--- src/gpio_pkg.sv ---
// Purpose: Constants for the three-port general-purpose I/O block.
// Assumes: Byte-wide register port, one register per printed offset.
// Notes: Byte addresses are the printed offsets.
// How it works
// - Pin-value writes load the output latch; reads return sampled pins.
// - With debug on, port A bits 0, 1, 3 ignore pin-value writes, read zero.
// - Port A bit 3 reads one with master clear, zero under debug.
// - Power-on/brown-out reset clears latches; other resets leave them.
// - Direction bit one makes the pin an input; zero drives the latch.
// - With debug on, port A direction bits 0 and 1 read one.
// - Port C bits 6 and 7 exist only in the twenty-pin variant.
// - Port A has bits 0-5, port B bits 4-7, port C bits 0-7.
// - Analog-selected pins read zero digitally; output unaffected.
// - Open-drain pins only sink or release; otherwise push-pull.
// - Weak pull-up is off whenever the pin is an output.
// - Output-latch reads return stored latch values.
package gpio_pkg;
  localparam int ADDR_W = 13;
  localparam logic [12:0] PIN_A = 13'h000C;
  localparam logic [12:0] PIN_B = 13'h000D;
  localparam logic [12:0] PIN_C = 13'h000E;
  localparam logic [12:0] DIR_A = 13'h0012;
  localparam logic [12:0] DIR_B = 13'h0013;
  localparam logic [12:0] DIR_C = 13'h0014;
  localparam logic [12:0] LAT_A = 13'h0018;
  localparam logic [12:0] LAT_B = 13'h0019;
  localparam logic [12:0] LAT_C = 13'h001A;
  localparam logic [12:0] ANS_A = 13'h1F38;
  localparam logic [12:0] WPU_A = 13'h1F39;
  localparam logic [12:0] ODC_A = 13'h1F3A;
  localparam logic [12:0] SLR_A = 13'h1F3B;
  localparam logic [12:0] INL_A = 13'h1F3C;
  localparam logic [12:0] ANS_B = 13'h1F43;
  localparam logic [12:0] WPU_B = 13'h1F44;
  localparam logic [12:0] ODC_B = 13'h1F45;
  localparam logic [12:0] SLR_B = 13'h1F46;
  localparam logic [12:0] INL_B = 13'h1F47;
  localparam logic [12:0] ANS_C = 13'h1F4E;
  localparam logic [12:0] WPU_C = 13'h1F4F;
  localparam logic [12:0] ODC_C = 13'h1F50;
  localparam logic [12:0] SLR_C = 13'h1F51;
  localparam logic [12:0] INL_C = 13'h1F52;
  // Implemented pin masks
  localparam logic [7:0] MASK_A = 8'h3F;
  localparam logic [7:0] MASK_B = 8'hF0;
  localparam logic [7:0] MASK_C20 = 8'hFF;
  localparam logic [7:0] MASK_C14 = 8'h3F;
  // Port A bit 3 is input-only: no driver, latch or direction bit
  localparam logic [7:0] MASK_A_DRV = 8'h37;
  localparam logic [7:0] MASK_A_RA3 = 8'h08;
  localparam logic [7:0] MASK_A_DBGPIN = 8'h0B;
  localparam logic [7:0] MASK_A_DBGDIR = 8'h03;
  localparam logic [7:0] MASK_A_WPU = 8'h3F;
  localparam logic [7:0] DIR_RST = 8'hFF;
  localparam logic [7:0] ANS_RST = 8'hFF;
  localparam logic [7:0] ZERO8 = 8'h00;
endpackage

--- src/gpio_ports.sv ---
// Purpose: Three-port GPIO register file and pin drivers.
// Assumes: Pins arrive asynchronously; pads resolve enables externally.
// Notes: All outputs are registered; read data valid one cycle after strobe.
//
// The implementer's own choice: strobed register access.
`timescale 1ns/1ns
module gpio_ports #(
  parameter bit TWENTY_PIN = 1'b1
) (
  input wire logic core_clk,
  input wire logic rst_b,
  input wire logic powerOnReset_b,
  input wire logic debugEnable,
  input wire logic masterClearEnable,
  input wire logic [gpio_pkg::ADDR_W-1:0] regAddr,
  input wire logic [7:0] regWdata,
  input wire logic regWrite,
  input wire logic regRead,
  output logic [7:0] regRdata,
  input wire logic [7:0] pinInA,
  input wire logic [7:0] pinInB,
  input wire logic [7:0] pinInC,
  output logic [7:0] pinOutA,
  output logic [7:0] pinOutB,
  output logic [7:0] pinOutC,
  output logic [7:0] pinOeA,
  output logic [7:0] pinOeB,
  output logic [7:0] pinOeC,
  output logic [7:0] pullupOnA,
  output logic [7:0] pullupOnB,
  output logic [7:0] pullupOnC,
  output logic [7:0] slewLimitA,
  output logic [7:0] slewLimitB,
  output logic [7:0] slewLimitC,
  output logic [7:0] thresholdA,
  output logic [7:0] thresholdB,
  output logic [7:0] thresholdC
);
  import gpio_pkg::*;

  // Fixed by the build, so reset branches may use it as a constant
  localparam logic [7:0] maskC = TWENTY_PIN ? MASK_C20 : MASK_C14;

  // Three-stage sampler, value taken once stages two and three agree
  logic [7:0] syncA1, syncA2, syncA3, pinA;
  logic [7:0] syncB1, syncB2, syncB3, pinB;
  logic [7:0] syncC1, syncC2, syncC3, pinC;
  always_ff @(posedge core_clk or negedge rst_b) begin
    if (!rst_b) begin
      syncA1 <= ZERO8; syncA2 <= ZERO8; syncA3 <= ZERO8;
      syncB1 <= ZERO8; syncB2 <= ZERO8; syncB3 <= ZERO8;
      syncC1 <= ZERO8; syncC2 <= ZERO8; syncC3 <= ZERO8;
    end else begin
      syncA1 <= pinInA; syncA2 <= syncA1; syncA3 <= syncA2;
      syncB1 <= pinInB; syncB2 <= syncB1; syncB3 <= syncB2;
      syncC1 <= pinInC; syncC2 <= syncC1; syncC3 <= syncC2;
    end
  end
  always_ff @(posedge core_clk or negedge rst_b) begin
    if (!rst_b) begin
      pinA <= ZERO8;
      pinB <= ZERO8;
      pinC <= ZERO8;
    end else begin
      pinA <= (pinA & ~(syncA2 ^ syncA3)) | (syncA2 & ~(syncA2 ^ syncA3));
      pinB <= (pinB & ~(syncB2 ^ syncB3)) | (syncB2 & ~(syncB2 ^ syncB3));
      pinC <= (pinC & ~(syncC2 ^ syncC3)) | (syncC2 & ~(syncC2 ^ syncC3));
    end
  end

  logic wrPinA, wrPinB, wrPinC, wrLatA, wrLatB, wrLatC;
  assign wrPinA = regWrite && regAddr == PIN_A;
  assign wrPinB = regWrite && regAddr == PIN_B;
  assign wrPinC = regWrite && regAddr == PIN_C;
  assign wrLatA = regWrite && regAddr == LAT_A;
  assign wrLatB = regWrite && regAddr == LAT_B;
  assign wrLatC = regWrite && regAddr == LAT_C;

  // Latch mask; debug blocks pin-value writes to the debug pins
  logic [7:0] pinWrMaskA;
  assign pinWrMaskA = debugEnable ? (MASK_A_DRV & ~MASK_A_DBGPIN)
                                  : MASK_A_DRV;

  // Latches survive all resets except power-on/brown-out
  logic [7:0] out_latch_a, out_latch_b, out_latch_c;
  always_ff @(posedge core_clk or negedge powerOnReset_b) begin
    if (!powerOnReset_b) begin
      out_latch_a <= ZERO8;
      out_latch_b <= ZERO8;
      out_latch_c <= ZERO8;
    end else begin
      if (wrPinA)
        out_latch_a <= (out_latch_a & ~pinWrMaskA) | (regWdata & pinWrMaskA);
      else if (wrLatA)
        out_latch_a <= regWdata & MASK_A_DRV;
      if (wrPinB || wrLatB)
        out_latch_b <= regWdata & MASK_B;
      if (wrPinC || wrLatC)
        out_latch_c <= regWdata & maskC;
    end
  end

  logic [7:0] dirA, dirB, dirC;
  always_ff @(posedge core_clk or negedge rst_b) begin
    if (!rst_b) begin
      dirA <= DIR_RST;
      dirB <= DIR_RST;
      dirC <= DIR_RST;
    end else begin
      if (regWrite && regAddr == DIR_A)
        dirA <= regWdata | ~MASK_A_DRV;
      if (regWrite && regAddr == DIR_B)
        dirB <= regWdata | ~MASK_B;
      if (regWrite && regAddr == DIR_C)
        dirC <= regWdata | ~maskC;
    end
  end
  // Debug owns the low two port A drivers as inputs
  logic [7:0] dirEffA;
  assign dirEffA = debugEnable ? (dirA | MASK_A_DBGDIR) : dirA;

  logic [7:0] ansA, ansB, ansC, pullup_enable_a, pullup_enable_b, pullup_enable_c, odcA, odcB, odcC;
  logic [7:0] slrA, slrB, slrC, inlA, inlB, inlC;
  always_ff @(posedge core_clk or negedge rst_b) begin
    if (!rst_b) begin
      ansA <= ANS_RST & MASK_A_DRV;
      ansB <= ANS_RST & MASK_B;
      ansC <= ANS_RST & maskC;
      pullup_enable_a <= ZERO8; pullup_enable_b <= ZERO8; pullup_enable_c <= ZERO8;
      odcA <= ZERO8; odcB <= ZERO8; odcC <= ZERO8;
      slrA <= ZERO8; slrB <= ZERO8; slrC <= ZERO8;
      inlA <= ZERO8; inlB <= ZERO8; inlC <= ZERO8;
    end else if (regWrite) begin
      unique case (regAddr)
        ANS_A: ansA <= regWdata & MASK_A_DRV;
        WPU_A: pullup_enable_a <= regWdata & MASK_A_WPU;
        ODC_A: odcA <= regWdata & MASK_A_DRV;
        SLR_A: slrA <= regWdata & MASK_A_DRV;
        INL_A: inlA <= regWdata & MASK_A;
        ANS_B: ansB <= regWdata & MASK_B;
        WPU_B: pullup_enable_b <= regWdata & MASK_B;
        ODC_B: odcB <= regWdata & MASK_B;
        SLR_B: slrB <= regWdata & MASK_B;
        INL_B: inlB <= regWdata & MASK_B;
        ANS_C: ansC <= regWdata & maskC;
        WPU_C: pullup_enable_c <= regWdata & maskC;
        ODC_C: odcC <= regWdata & maskC;
        SLR_C: slrC <= regWdata & maskC;
        INL_C: inlC <= regWdata & maskC;
        default: ;
      endcase
    end
  end

  // Digital reads of analog pins are zero; master clear forces bit 3 to one unless debug clears it
  logic [7:0] readPinA, readPinB, readPinC, wpuReadA;
  always_comb begin
    readPinA = pinA & ~ansA & MASK_A;
    if (masterClearEnable)
      readPinA = readPinA | MASK_A_RA3;
    if (debugEnable)
      readPinA = readPinA & ~MASK_A_DBGPIN;
    readPinB = pinB & ~ansB & MASK_B;
    readPinC = pinC & ~ansC & maskC;
    wpuReadA = masterClearEnable ? (pullup_enable_a | MASK_A_RA3) : pullup_enable_a;
  end

  logic [7:0] next_rdata;
  always_comb begin
    unique case (regAddr)
      PIN_A: next_rdata = readPinA;
      PIN_B: next_rdata = readPinB;
      PIN_C: next_rdata = readPinC;
      DIR_A: next_rdata = (dirEffA & MASK_A_DRV) | MASK_A_RA3;
      DIR_B: next_rdata = dirB & MASK_B;
      DIR_C: next_rdata = dirC & maskC;
      LAT_A: next_rdata = out_latch_a;
      LAT_B: next_rdata = out_latch_b;
      LAT_C: next_rdata = out_latch_c;
      ANS_A: next_rdata = ansA;
      WPU_A: next_rdata = wpuReadA;
      ODC_A: next_rdata = odcA;
      SLR_A: next_rdata = slrA;
      INL_A: next_rdata = inlA;
      ANS_B: next_rdata = ansB;
      WPU_B: next_rdata = pullup_enable_b;
      ODC_B: next_rdata = odcB;
      SLR_B: next_rdata = slrB;
      INL_B: next_rdata = inlB;
      ANS_C: next_rdata = ansC;
      WPU_C: next_rdata = pullup_enable_c;
      ODC_C: next_rdata = odcC;
      SLR_C: next_rdata = slrC;
      INL_C: next_rdata = inlC;
      default: next_rdata = ZERO8;
    endcase
  end
  always_ff @(posedge core_clk or negedge rst_b) begin
    if (!rst_b)
      regRdata <= ZERO8;
    else if (regRead)
      regRdata <= next_rdata;
    else
      regRdata <= ZERO8;
  end

  // Pad drive: open drain releases on a high latch bit
  logic [7:0] drvA, drvB, drvC;
  assign drvA = ~dirEffA & MASK_A_DRV;
  assign drvB = ~dirB & MASK_B;
  assign drvC = ~dirC & maskC;
  always_ff @(posedge core_clk or negedge rst_b) begin
    if (!rst_b) begin
      pinOutA <= ZERO8; pinOutB <= ZERO8; pinOutC <= ZERO8;
      pinOeA <= ZERO8; pinOeB <= ZERO8; pinOeC <= ZERO8;
    end else begin
      pinOutA <= out_latch_a & ~odcA & drvA;
      pinOutB <= out_latch_b & ~odcB & drvB;
      pinOutC <= out_latch_c & ~odcC & drvC;
      pinOeA <= drvA & ~(odcA & out_latch_a);
      pinOeB <= drvB & ~(odcB & out_latch_b);
      pinOeC <= drvC & ~(odcC & out_latch_c);
    end
  end
  always_ff @(posedge core_clk or negedge rst_b) begin
    if (!rst_b) begin
      pullupOnA <= ZERO8; pullupOnB <= ZERO8; pullupOnC <= ZERO8;
      slewLimitA <= ZERO8; slewLimitB <= ZERO8; slewLimitC <= ZERO8;
      thresholdA <= ZERO8; thresholdB <= ZERO8; thresholdC <= ZERO8;
    end else begin
      pullupOnA <= wpuReadA & ~drvA;
      pullupOnB <= pullup_enable_b & ~drvB;
      pullupOnC <= pullup_enable_c & ~drvC;
      slewLimitA <= slrA; slewLimitB <= slrB; slewLimitC <= slrC;
      thresholdA <= inlA; thresholdB <= inlB; thresholdC <= inlC;
    end
  end

  property p_pin_write_latch;
    @(posedge core_clk) disable iff (!powerOnReset_b)
    wrPinC |=> out_latch_c == ($past(regWdata) & maskC);
  endproperty
  a_pin_write_latch: assert property (p_pin_write_latch)
    else $error("pin write did not load latch");
  property p_debug_read;
    @(posedge core_clk) disable iff (!rst_b)
    (regRead && regAddr == PIN_A && debugEnable)
      |=> (regRdata & MASK_A_DBGPIN) == ZERO8;
  endproperty
  a_debug_read: assert property (p_debug_read)
    else $error("debug pins read nonzero");
  property p_debug_write;
    @(posedge core_clk) disable iff (!powerOnReset_b)
    (wrPinA && debugEnable) |=>
      (out_latch_a & MASK_A_DBGPIN) == ($past(out_latch_a) & MASK_A_DBGPIN);
  endproperty
  a_debug_write: assert property (p_debug_write)
    else $error("debug pin latch changed");
  property p_mclr_read;
    @(posedge core_clk) disable iff (!rst_b)
    (regRead && regAddr == PIN_A && masterClearEnable && !debugEnable)
      |=> regRdata[3];
  endproperty
  a_mclr_read: assert property (p_mclr_read)
    else $error("bit 3 not one under master clear");
  property p_dir_drive;
    @(posedge core_clk) disable iff (!rst_b)
    dirB[4] |=> !pinOeB[4];
  endproperty
  a_dir_drive: assert property (p_dir_drive)
    else $error("input pin driven");
  property p_debug_dir;
    @(posedge core_clk) disable iff (!rst_b)
    (regRead && regAddr == DIR_A && debugEnable) |=> regRdata[1:0] == 2'h3;
  endproperty
  a_debug_dir: assert property (p_debug_dir)
    else $error("debug direction not one");
  property p_analog_zero;
    @(posedge core_clk) disable iff (!rst_b)
    (regRead && regAddr == PIN_C) |=> (regRdata & $past(ansC)) == ZERO8;
  endproperty
  a_analog_zero: assert property (p_analog_zero)
    else $error("analog pin read nonzero");
  property p_open_drain;
    @(posedge core_clk) disable iff (!rst_b)
    odcC[0] |=> !(pinOeC[0] && pinOutC[0]);
  endproperty
  a_open_drain: assert property (p_open_drain)
    else $error("open drain drove high");
  property p_pullup_off;
    @(posedge core_clk) disable iff (!rst_b)
    pinOeC[2] |-> !pullupOnC[2];
  endproperty
  a_pullup_off: assert property (p_pullup_off)
    else $error("pull-up on for output");
  property p_lat_read;
    @(posedge core_clk) disable iff (!rst_b)
    (regRead && regAddr == LAT_B) |=> regRdata == $past(out_latch_b);
  endproperty
  a_lat_read: assert property (p_lat_read)
    else $error("latch read wrong");
  property p_unimpl;
    @(posedge core_clk) disable iff (!rst_b)
    (regRead && regAddr == PIN_B) |=> (regRdata & ~MASK_B) == ZERO8;
  endproperty
  a_unimpl: assert property (p_unimpl)
    else $error("unimplemented bit nonzero");
  c_write_c: cover property (@(posedge core_clk) wrPinC);
  c_debug_rd: cover property (@(posedge core_clk)
    regRead && regAddr == PIN_A && debugEnable);
  c_od_drive: cover property (@(posedge core_clk) pinOeC[0] && odcC[0]);
  property p_pin_read;
    @(posedge core_clk) disable iff (!rst_b)
    (regRead && regAddr == PIN_B)
      |=> regRdata == ($past(pinB) & ~$past(ansB) & MASK_B);
  endproperty
  a_pin_read: assert property (p_pin_read)
    else $error("pin read not from sampled pins");
  property p_debug_a3;
    @(posedge core_clk) disable iff (!rst_b)
    (regRead && regAddr == PIN_A && debugEnable && masterClearEnable)
      |=> !regRdata[3];
  endproperty
  a_debug_a3: assert property (p_debug_a3)
    else $error("bit 3 not zero under debug");
  // A write during warm reset still lands, so it is left out here
  property p_warm_keep;
    @(posedge core_clk) disable iff (!powerOnReset_b)
    (!rst_b && !regWrite) |=> out_latch_c == $past(out_latch_c);
  endproperty
  a_warm_keep: assert property (p_warm_keep)
    else $error("warm reset changed latch");
  property p_por_clear;
    @(posedge core_clk)
    !powerOnReset_b |=> (out_latch_a | out_latch_b | out_latch_c) == ZERO8;
  endproperty
  a_por_clear: assert property (p_por_clear)
    else $error("power-on reset left latch set");
  property p_drive_level;
    @(posedge core_clk) disable iff (!rst_b)
    (!dirC[3] && !odcC[3]) |=> pinOeC[3] && pinOutC[3] == $past(out_latch_c[3]);
  endproperty
  a_drive_level: assert property (p_drive_level)
    else $error("output pin not driving latch");
  property p_debug_oe;
    @(posedge core_clk) disable iff (!rst_b)
    debugEnable |=> (pinOeA & MASK_A_DBGDIR) == ZERO8;
  endproperty
  a_debug_oe: assert property (p_debug_oe)
    else $error("debug pin still driven");
  property p_lat_mask;
    @(posedge core_clk) disable iff (!powerOnReset_b)
    ((out_latch_a & ~MASK_A_DRV) | (out_latch_b & ~MASK_B) | (out_latch_c & ~maskC)) == ZERO8;
  endproperty
  a_lat_mask: assert property (p_lat_mask)
    else $error("unimplemented latch bit set");
  property p_analog_drive;
    @(posedge core_clk) disable iff (!rst_b)
    (ansC[0] && !dirC[0] && !odcC[0])
      |=> pinOeC[0] && pinOutC[0] == $past(out_latch_c[0]);
  endproperty
  a_analog_drive: assert property (p_analog_drive)
    else $error("analog select blocked output");
  property p_od_low;
    @(posedge core_clk) disable iff (!rst_b)
    (odcC[1] && !out_latch_c[1] && !dirC[1]) |=> pinOeC[1] && !pinOutC[1];
  endproperty
  a_od_low: assert property (p_od_low)
    else $error("open drain not sinking");
  property p_pullup_input;
    @(posedge core_clk) disable iff (!rst_b)
    (pullup_enable_c[5] && dirC[5]) |=> pullupOnC[5];
  endproperty
  a_pullup_input: assert property (p_pullup_input)
    else $error("pull-up off for input");
  c_warm_reset: cover property (@(posedge core_clk)
    !rst_b && powerOnReset_b);
  c_b_drive: cover property (@(posedge core_clk) pinOeB[4]);
endmodule // gpio_ports

--- config.mk ---
export PLATFORM = sky130hd
export DESIGN_NAME = gpio_ports
export DESIGN_NICKNAME = d
export VERILOG_FILES = /design/src/gpio_pkg.sv /design/src/gpio_ports.sv
export SDC_FILE = /design/constraint.sdc
export NUM_CORES = 1
export LEC_CHECK = 0
export BUFFER_PORTS_ARGS = -buffer_cell sky130_fd_sc_hd__buf_4
export CORE_MARGIN = 1.5
export CORE_UTILIZATION = 51
export DETAILED_ROUTE_END_ITERATION = 8
export PLACE_DENSITY_LB_ADDON = 0.1
export SYNTH_ARGS = -nofsm -noshare
export SYNTH_HDL_FRONTEND = slang
export SYNTH_SLANG_ARGS = --single-unit
--- constraint.sdc ---
create_clock -name core_clk -period 1.6 [get_ports core_clk]
set_input_delay 0.16 -clock core_clk [delete_from_list [all_inputs] [get_ports core_clk]]
set_output_delay 0.16 -clock core_clk [all_outputs]
set_load 0.01 [all_outputs]
==> flow_metrics.py, run 1 <==
metrics = {
    "drt": {
        "vias": 8289,
        "drc_errors": 0,
        "drtIter0Drc": 567,
        "routed_via_density": 5.60,
        "wire_per_inst_um": 23.0,
        "drt-pass1-iter-count": 5,
        "drtAntennaViolNets": 0,
        "drt_wl_total_um": 34100,
    },
    "floorplan": {
        "fp.dieH_um": 155,
        "initial_core_util_pct": 52.0,
        "coreArea_um2": 22600,
        "dieArea_um2": 24000,
        "pin_count": 180,
        "die-width_um": 155,
        "rows": 55,
    },
    "global_routing": {
        "grt_use_met2_pct": 45.2,
        "top_usage_layer": "met2",
        "use_met1_pct": 42.4,
        "gr-total-overflow": 0,
        "grt_max_degree": 55,
        "grt_first_pass_wirelength_um": 52000,
        "antenna_found_initial": 0,
        "grt_pass1_vias": 8421,
        "met3_usage_pct": 4.35,
        "track_usage_pct": 29.2,
    },
    "critical_path": {
        "crit_type": "flip-flop to flip-flop",
        "crit_path_max_fanout": 2,
        "crit_path_max_incr_delay_ns": 0.39,
        "required_ns": 2.05,
        "end_kind": "flip-flop",
        "cpLargestDelayFamily": "compound AO/OA/AOI/OAI gates",
        "critical_path_arrival_ns": 2.10,
        "cp_cell_sequence": "or3b_4 > a21o_1 > o211ai_1 > nor4_2 > a311oi_1",
        "cpMaxStageDelayCell": "dfstp_2",
        "startpoint_type": "flip-flop",
        "path_buf_inv": 0,
    },
    "clocking": {
        "cts_tree": "done",
        "path_clk_slew_ns": 0.06,
        "htreeDepth": 1,
        "max-clock-path-buffers": 3,
        "clock-root-buffer": "clkbuf_16",
        "cts_made_buffers": 28,
        "insertion_delay_ns": 0.55,
        "clock-sinks": 288,
    },
    "place": {
        "pre_cts_slack_ns": -0.508,
        "post-place-cells": 1402,
        "gp_congestion": 0.951,
        "port_buffers": 140,
        "dp_hpwl_um": 25100,
    },
    "timing": {
        "finalCritPeriodShare_pct": 103,
        "finalSetupTns_ns": -0.0475,
        "fin_crit_ns": 1.65,
        "slew_violations": 0,
        "relSlewSlack_pct": 55.0,
        "worst_slew_pin_slew_ns": 0.673,
        "finClkSkew_ns": 0.0124,
        "finalSetupViolCount": 1,
        "max_freq_mhz": 607,
        "worst_slack_ns": -0.0475,
        "finalHoldViolCount": 0,
        "rsz0062_at_grt": "true",
    },
    "synth": {
        "yosysSeqAreaShare_pct": 61.6,
        "synthSimpleGateAreaFrac_pct": 10.6,
        "synth_top_area_share_pct": 54.0,
        "synth_top_family_by_area": "multiplexers",
        "yosys_warnings": 0,
        "synth_compound_area_share_pct": 8.78,
        "muxShareOfSynthArea_pct": 12.7,
        "async_reset_ff_share_pct": 100,
        "synth_fa_ha_area_share_pct": 1.91,
        "synth-seq-cells": 288,
        "synth_cell_types": 70,
        "ys_top_cells_by_area": "dfrtp_1 (54%), mux2_2 (12%), dfstp_2 (7.6%)",
        "syn_inst": 857,
        "synth_area_um2": 11800,
        "yosys.area_share.xor_xnor_pct": 0.0744,
        "ys_dominant_reg_cell": "dfrtp_1",
        "synth_edf_count": 0,
        "synth.avg_cell_area_um2": 13.7,
        "yosysTopAreaCell": "dfrtp_1",
    },
    "pwr": {
        "ir_drop_v": 0.00112,
        "powerDensity_nw_per_um2": 1020,
        "leakage_nw": 7.57,
    },
    "cells_and_area": {
        "antenna_cells": 0,
        "register_area_um2": 7250,
        "finalNonFillerCells": 1480,
        "area_growth_syn_to_layout_pct": 34.3,
        "fillers": 1637,
        "multiInputGateArea_um2": 4360,
        "nets": 1244,
        "final_core_util_pct": 69.8,
        "drive_above_1_share_pct": 46.8,
    },
    "worst_hold_path": {
        "hold_path.class": "input pin to flip-flop",
    },
    "status": {
        "violations": "setup timing",
        "outcome": "finished with violations",
    },
    "run": {
        "cap_viol_max_count": 0,
    },
}
-- synthesized netlist by cell type (all sizes together), types with 14 or more instances --
library cell and number:
dfrtp 254, mux2 125, buf 58, dfstp 34, nand2 30, a21oi 25
inv 23, nor2 21, and2 19, ha 18, nor3b 17, a21o 16
a22oi 14, nand3 14
-- area by class of cell --
| class | count | area share, % |
|---|---|---|
| sequential | 288 | 45.8 |
| multi-input combinational | 508 | 27.6 |
| timing repair buffer | 325 | 16.9 |
| clock buffer | 40 | 5.42 |
| tap | 285 | 2.26 |
| clock inverter | 11 | 1.47 |
| inverter | 23 | 0.546 |
-- per-stage QoR --
step	area [um^2]	hold slack, ns	power [mW]
finish	15800	0.0151	16.1
CTS	15700	0.00308	16.2
global route	15800	0.0183	16.6
detailed placement	14400	0.0855	8.58
floorplan	12100	-0.136	8.02
global placement	14400	0.0828	8.57
-- per-layer routing --
| metal | share of wire, % | up-vias |
|---|---|---|
| li1 | - | 3711 |
| met1 | 46 | 4236 |
| met2 | 46 | 282 |
| met3 | 4.8 | 60 |
| met4 | 3.6 | 0 |
| met5 | 0 | - |
-- final timing paths --
check	start	endpoint	slack, ns	cells after the start
min in group asynchronous	powerOnReset_b	out_latch_c[7]	0.06	2
worst max register to register	ansA[4]	regRdata[4]	-0.05	5
max in group asynchronous	rst_b	ansB[6]	0.75	3
worst max-delay path	ansA[4]	regRdata[4]	-0.05	5
worst min-delay path	regWdata[6]	out_latch_b[6]	0.02	2
worst min register to register	syncB1[6]	syncB2[6]	0.35	0
-- report_power, final --
part           total [mW]  switching (mW)  internal [mW]
Sequential           7.51          0.0812           7.43
Clock                7.55            2.73           4.83
Combinational        1.01           0.585          0.420
Total                16.1            3.39           12.7
-- worst reg2reg max path, stage by stage, from the launching register on --
cell and delay, ns:
dfstp_2 0.39, or3b_4 0.36, a21o_1 0.17, o211ai_1 0.34, nor4_2 0.09, a311oi_1 0.21
-- cell families (layout without fill, tap and decap cells) --
logic type,after synthesis,in the layout
compound gates,139,139
xor+xnor,1,1
fa+ha+maj,18,18
buf+inv,93,399
flops,288,288
mux,132,132
other cells,1,33
simple gates,185,185
-- cell usage in the layout (no fill, tap or decap), types with 4 or more instances in the layout --
cell           synthesis  final
dlygate4sd3_1          0     25
nand2_2                4      5
o21ai_0               10      9
nand2_1               26     24
inv_1                 23     23
dfstp_2               34     34
and3_1                 5      5
buf_4                 37    286
nand3_1               13     10
a311oi_1              10     10
buf_12                 0     13
o2bb2ai_1              9      8
dfrtp_1              254    254
mux2_4                 0      5
nor4_1                 7      5
nor3b_1               17     17
mux2_2               125    120
nor2_1                19     15
a22oi_1               14     13
conb_1                 1     33
nand4_1                9      9
a21oi_1               24     24
nand3b_1              10     10
and4_1                 4      4
clkbuf_16              0     29
and2_1                19     19
a211oi_1               6      5
ha_1                  18     18
bufinv_16              0      7
a32o_1                 4      4
mux2i_1                6      6
a221oi_1               7      6
o22ai_1                4      4
a21o_1                16     16
nor4b_2                4      4
nor2b_1               11     10
clkbuf_8               0      9
nor4_4                 3      5
a32oi_1               10     10
-- what timing repair did --
item,in CTS,in global routing
setup endpoints to repair,2,7
hold buffers,25,0
setup buffers,2,0
pin swaps,7,4
resized for setup,6,10
endpoints found under the hold margin,320,0
(Power assumes the default switching activity.)
==> run 2: changes to the inputs <==
--- a/config.mk
+++ b/config.mk
@@ -6,6 +6,7 @@
 export NUM_CORES = 1
 export LEC_CHECK = 0
 export BUFFER_PORTS_ARGS = -buffer_cell sky130_fd_sc_hd__buf_4
+export CORE_ASPECT_RATIO = 1.1
 export CORE_MARGIN = 1.5
 export CORE_UTILIZATION = 51
 export DETAILED_ROUTE_END_ITERATION = 8
==> flow_metrics.py, run 2 (synthesis gave the netlist of run 1 again) <==
metrics = {
    "floorplan": {
        "pin_count": 180,
        "initial_core_util_pct": 51.7,
        "die-width_um": 148,
        "coreArea_um2": 22800,
        "fp.dieH_um": 162,
        "dieArea_um2": 24000,
        "rows": 58,
    },
    "critical_path": {
        "endpoint": "regRdata[4]",
        "cp.depth": 5,
        "required_ns": 2.04,
        "crit_path_max_incr_delay_ns": 0.57,
        "crit_type": "flip-flop to flip-flop",
        "end_kind": "flip-flop",
        "r2r-start": "ansC[4]",
        "cpLargestDelayFamily": "simple AND/OR/NAND/NOR gates",
        "crit_path_max_fanout": 3,
        "crit_path_start": "ansC[4]",
        "path_buf_inv": 0,
        "cpMaxStageDelayCell": "dfstp_2",
        "r2r_end": "regRdata[4]",
        "startpoint_type": "flip-flop",
        "cp_cell_sequence": "nand3_2 > or4_4 > o211ai_1 > nor4_4 > a311oi_1",
        "worstRegToRegCells": 5,
        "r2r_slack_ns": -0.06,
        "critical_path_arrival_ns": 2.10,
    },
    "pwr": {
        "seq_power_share_pct": 49.0,
        "switchingPower_mw": 3.43,
        "leakage_nw": 7.47,
        "p_clk_share_pct": 44.5,
        "swShare_pct": 22.4,
        "total_power_mw": 15.3,
        "ir_drop_v": 0.000918,
        "combPwrFrac_pct": 6.5,
        "p_int_mw": 11.9,
        "powerDensity_nw_per_um2": 980,
    },
    "drt": {
        "routed_via_density": 5.55,
        "drt_wl_total_um": 32500,
        "met1_length_um": 14500,
        "drc_errors": 0,
        "vias": 8259,
        "wire_per_inst_um": 21.9,
        "highest_layer": "met4",
        "drtIter0Drc": 576,
        "drtAntennaViolNets": 0,
        "dr_wl_met3_um": 2040,
        "wl_met2_um": 15400,
        "drt-pass1-iter-count": 6,
    },
    "place": {
        "dp_hpwl_um": 23800,
        "port_buffers": 140,
        "gp_congestion": 0.931,
    },
    "timing": {
        "finalSetupViolCount": 1,
        "finClkSkew_ns": 0.0121,
        "fin_crit_ns": 1.66,
        "slew_violations": 0,
        "finalCritPeriodShare_pct": 104,
        "worst_slack_ns": -0.0581,
        "max_freq_mhz": 603,
        "rsz0062_at_grt": "true",
        "finalHoldViolCount": 0,
    },
    "global_routing": {
        "grt_max_degree": 52,
        "grt_pass1_vias": 8286,
        "gr-total-overflow": 0,
        "grt_first_pass_wirelength_um": 50300,
        "antenna_found_initial": 0,
        "track_usage_pct": 27.7,
    },
    "clocking": {
        "cts_made_buffers": 28,
        "cts_tree": "done",
        "max-clock-path-buffers": 3,
        "clock-root-buffer": "clkbuf_16",
        "clock-sinks": 288,
        "path_clk_slew_ns": 0.07,
        "insertion_delay_ns": 0.55,
        "htreeDepth": 1,
    },
    "cells_and_area": {
        "layout_common_cells": "buf_4 (277), dfrtp_1 (254), mux2_2 (120)",
        "nets": 1235,
        "final_core_util_pct": 68.6,
        "fillers": 1725,
        "area_growth_syn_to_layout_pct": 32.7,
        "register_area_um2": 7250,
        "multiInputGateArea_um2": 4340,
        "final_common_cell": "buf_4",
        "drive_above_1_share_pct": 46.2,
        "antenna_cells": 0,
    },
    "worst_hold_path": {
        "hold_path_depth": 2,
        "hold_path.class": "input pin to flip-flop",
    },
    "status": {
        "outcome": "finished with violations",
        "violations": "setup timing",
    },
    "run": {
        "cap_viol_max_count": 0,
    },
}
-- run 2: cell types whose count changed in the layout (fill, tap and decap cells not counted), sizes merged --
cell	previous run	this run
buf	300	291
bufinv	7	3
clkinv	3	8
-- run 2: routing by layer --
layer,GRT usage (%),up-vias
met3,4.09,39
li1,-,3706
met1,40.9,4192
met4,6.39,0
met5,0,-
met2,43.8,322
-- run 2: what timing repair did --
action	in CTS	in global routing
hold buffers	25	0
pin swaps	3	2
endpoints found under the setup margin	1	4
resized for setup	5	8
buffers inserted	1	0
endpoints found under the hold margin	322	0
-- run 2: power groups by stage --
stage,Clock (mW),Combinational (mW),Sequential (mW)
6_report,6.81,0.996,7.51
5_1_grt,7.25,1.09,7.51
4_1_cts,6.93,0.997,7.51
3_5_place_dp,0,0.936,7.64
3_3_place_gp,0,0.922,7.63
2_1_floorplan,0,0.415,7.61
-- run 2: final cells by class --
class,instances,area share (%)
Tap cell,300,2.40
Timing Repair Buffer,316,16.7
Clock buffer,40,5.22
Clock inverter,12,1.00
Sequential cell,288,46.4
Multi-Input combinational cell,508,27.7
Inverter,23,0.553
-- run 2: metrics by stage --
| step | cell area (um^2) | setup slack [ns] | instances | hold slack [ns] | TNS (ns) |
|---|---|---|---|---|---|
| after floorplan | 12100 | -0.0982 | 889 | -0.136 | -1.60 |
| after global placement | 14300 | -0.396 | 1409 | 0.0542 | -29.86 |
| after detailed placement | 14300 | -0.381 | 1409 | 0.0534 | -31.61 |
| after CTS | 15600 | -0.0154 | 1487 | 0.00320 | -0.0154 |
| after global routing | 15600 | -0.109 | 1487 | 0.0235 | -0.119 |
| final | 15600 | -0.0581 | 1487 | 0.0232 | -0.0581 |
-- run 2: worst min-delay path by stage --
stage	end	startpoint	slack [ns]
after floorplan	inlA[0]	rst_b	-0.14
after global placement	out_latch_c[6]	powerOnReset_b	0.05
after detailed placement	out_latch_c[6]	powerOnReset_b	0.05
after CTS	inlA[0]	regWdata[0]	0.003
after global routing	out_latch_b[6]	regWdata[6]	0.02
final	dirA[0]	regWdata[0]	0.02
==> run 3: changes to the inputs <==
--- a/config.mk
+++ b/config.mk
@@ -8,7 +8,7 @@
 export BUFFER_PORTS_ARGS = -buffer_cell sky130_fd_sc_hd__buf_4
 export CORE_ASPECT_RATIO = 1.1
 export CORE_MARGIN = 1.5
-export CORE_UTILIZATION = 51
+export CORE_UTILIZATION = 46
 export DETAILED_ROUTE_END_ITERATION = 8
 export PLACE_DENSITY_LB_ADDON = 0.1
 export SYNTH_ARGS = -nofsm -noshare
==> flow_metrics.py, run 3 (synthesis gave the netlist of run 1 again) <==
metrics = {
    "status": {
        "outcome": "finished with violations",
        "violations": "setup timing",
    },
    "critical_path": {
        "crit_path_max_fanout": 2,
        "crit_path_start": "ansC[4]",
        "endpoint": "regRdata[4]",
        "critical_path_arrival_ns": 2.10,
        "cpMaxStageDelayCell": "dfstp_2",
        "crit_type": "flip-flop to flip-flop",
        "startpoint_type": "flip-flop",
        "crit_path_max_incr_delay_ns": 0.54,
        "required_ns": 2.04,
        "worstRegToRegCells": 5,
        "r2r_end": "regRdata[4]",
        "end_kind": "flip-flop",
        "cp_cell_sequence": "nand3_2 > or4_4 > o211ai_1 > nor4_2 > a311oi_1",
        "r2r-start": "ansC[4]",
        "r2r_slack_ns": -0.06,
    },
    "cells_and_area": {
        "drive_above_1_share_pct": 46.9,
        "final_common_cell": "buf_4",
        "nets": 1254,
        "antenna_cells": 0,
        "fillers": 1996,
        "area_growth_syn_to_layout_pct": 34.7,
        "layout_common_cells": "buf_4 (293), dfrtp_1 (254), mux2_2 (119)",
    },
    "drt": {
        "wl_met2_um": 15100,
        "drc_errors": 0,
        "drtIter0Drc": 567,
        "met1_length_um": 14600,
        "drt-pass1-iter-count": 5,
        "vias": 8240,
        "highest_layer": "met4",
        "drt_wl_total_um": 32800,
        "routed_via_density": 5.42,
        "wire_per_inst_um": 21.6,
        "drtAntennaViolNets": 0,
        "dr_wl_met3_um": 2040,
    },
    "clocking": {
        "cts_made_buffers": 28,
        "path_clk_slew_ns": 0.07,
        "cts_tree": "done",
        "clock-sinks": 288,
        "max-clock-path-buffers": 3,
        "clock-root-buffer": "clkbuf_16",
        "htreeDepth": 1,
        "insertion_delay_ns": 0.55,
    },
    "place": {
        "port_buffers": 140,
        "gp_congestion": 0.928,
        "dp_hpwl_um": 24300,
    },
    "timing": {
        "finalSetupViolCount": 1,
        "finalHoldViolCount": 0,
        "whs_ns": 0.0382,
        "rsz0062_at_grt": "true",
        "finalCritPeriodShare_pct": 103,
        "max_freq_mhz": 604,
        "worst_slack_ns": -0.0550,
        "slew_violations": 0,
        "fin_crit_ns": 1.66,
        "finalSetupTns_ns": -0.0550,
        "finClkSkew_ns": 0.0200,
    },
    "run": {
        "cap_viol_max_count": 0,
    },
    "pwr": {
        "leakage_nw": 7.60,
        "powerDensity_nw_per_um2": 987,
        "ir_drop_v": 0.000956,
    },
    "global_routing": {
        "gr-total-overflow": 0,
        "grt_first_pass_wirelength_um": 50600,
        "track_usage_pct": 25.5,
        "grt_max_degree": 57,
        "grt_pass1_vias": 8376,
        "antenna_found_initial": 0,
    },
    "floorplan": {
        "pin_count": 180,
        "dieArea_um2": 26600,
        "coreArea_um2": 25200,
        "die-width_um": 156,
        "initial_core_util_pct": 46.7,
        "rows": 61,
        "fp.dieH_um": 171,
    },
    "worst_hold_path": {
        "hold_path.class": "input pin to async pin",
    },
}
run 3: metal layers:
layer	global-route usage [%]	up-vias
met5	0	-
met4	8.61	0
met3	4.38	69
met2	39.9	279
met1	36.3	4151
li1	-	3741
run 3: report_power, final:
group          leakage (nW)  switching, mW  internal [mW]  total (mW)
clock network         0.511           2.71           4.45        7.16
registers              3.66         0.0746           7.43        7.50
logic                  3.43          0.580          0.418       0.998
total                  7.60           3.37           12.3        15.7
run 3: layout make-up:
type / instances / area [um^2] / area share, %
repair buffers: 335 / 2760 / 17.4
clock inverters: 15 / 225 / 1.42
inverters: 23 / 86.3 / 0.544
multi-input cells: 508 / 4350 / 27.4
well taps: 315 / 394 / 2.49
clock buffers: 37 / 796 / 5.02
flip-flops and latches: 288 / 7250 / 45.7
run 3: worst min path at each step:
stage,start,endpoint,slack [ns],cells past startpoint
after floorplan,rst_b,inlA[0],-0.14,0
after global placement,powerOnReset_b,out_latch_c[6],0.07,1
after detailed placement,powerOnReset_b,out_latch_c[6],0.07,1
after CTS,powerOnReset_b,out_latch_c[7],0.03,2
after global routing,powerOnReset_b,out_latch_b[7],0.05,2
final,powerOnReset_b,out_latch_c[7],0.04,2
run 3: what timing repair did:
action / 4_1_cts / 5_1_grt
endpoints found under the hold margin: 335 / 0
hold buffers: 28 / 0
setup endpoints to repair: 4 / 6
pin swaps: 4 / 7
setup buffers: 1 / 2
resized for setup: 7 / 10
run 3: critical path: cells and delay by family (launching register included):
family / cells / cell delay [ns]
AND/OR/NAND/NOR: 3 / 0.59
AO/OA/AOI/OAI: 2 / 0.42
flip-flops: 1 / 0.54
run 3: per-stage QoR:
| step | cell area [um^2] | worst slack (ns) | std cells | util [%] | power, mW |
|---|---|---|---|---|---|
| floorplan | 12100 | -0.0982 | 889 | - | 8.02 |
| detailed placement | 14500 | -0.599 | 1438 | 57.4 | 8.57 |
| global route | 15900 | -0.107 | 1521 | 63.0 | 16.3 |
| CTS | 15800 | -0.0366 | 1519 | 62.7 | 15.9 |
| global placement | 14500 | -0.621 | 1438 | 57.4 | 8.56 |
| finish | 15900 | -0.0550 | 1521 | 63.0 | 15.7 |
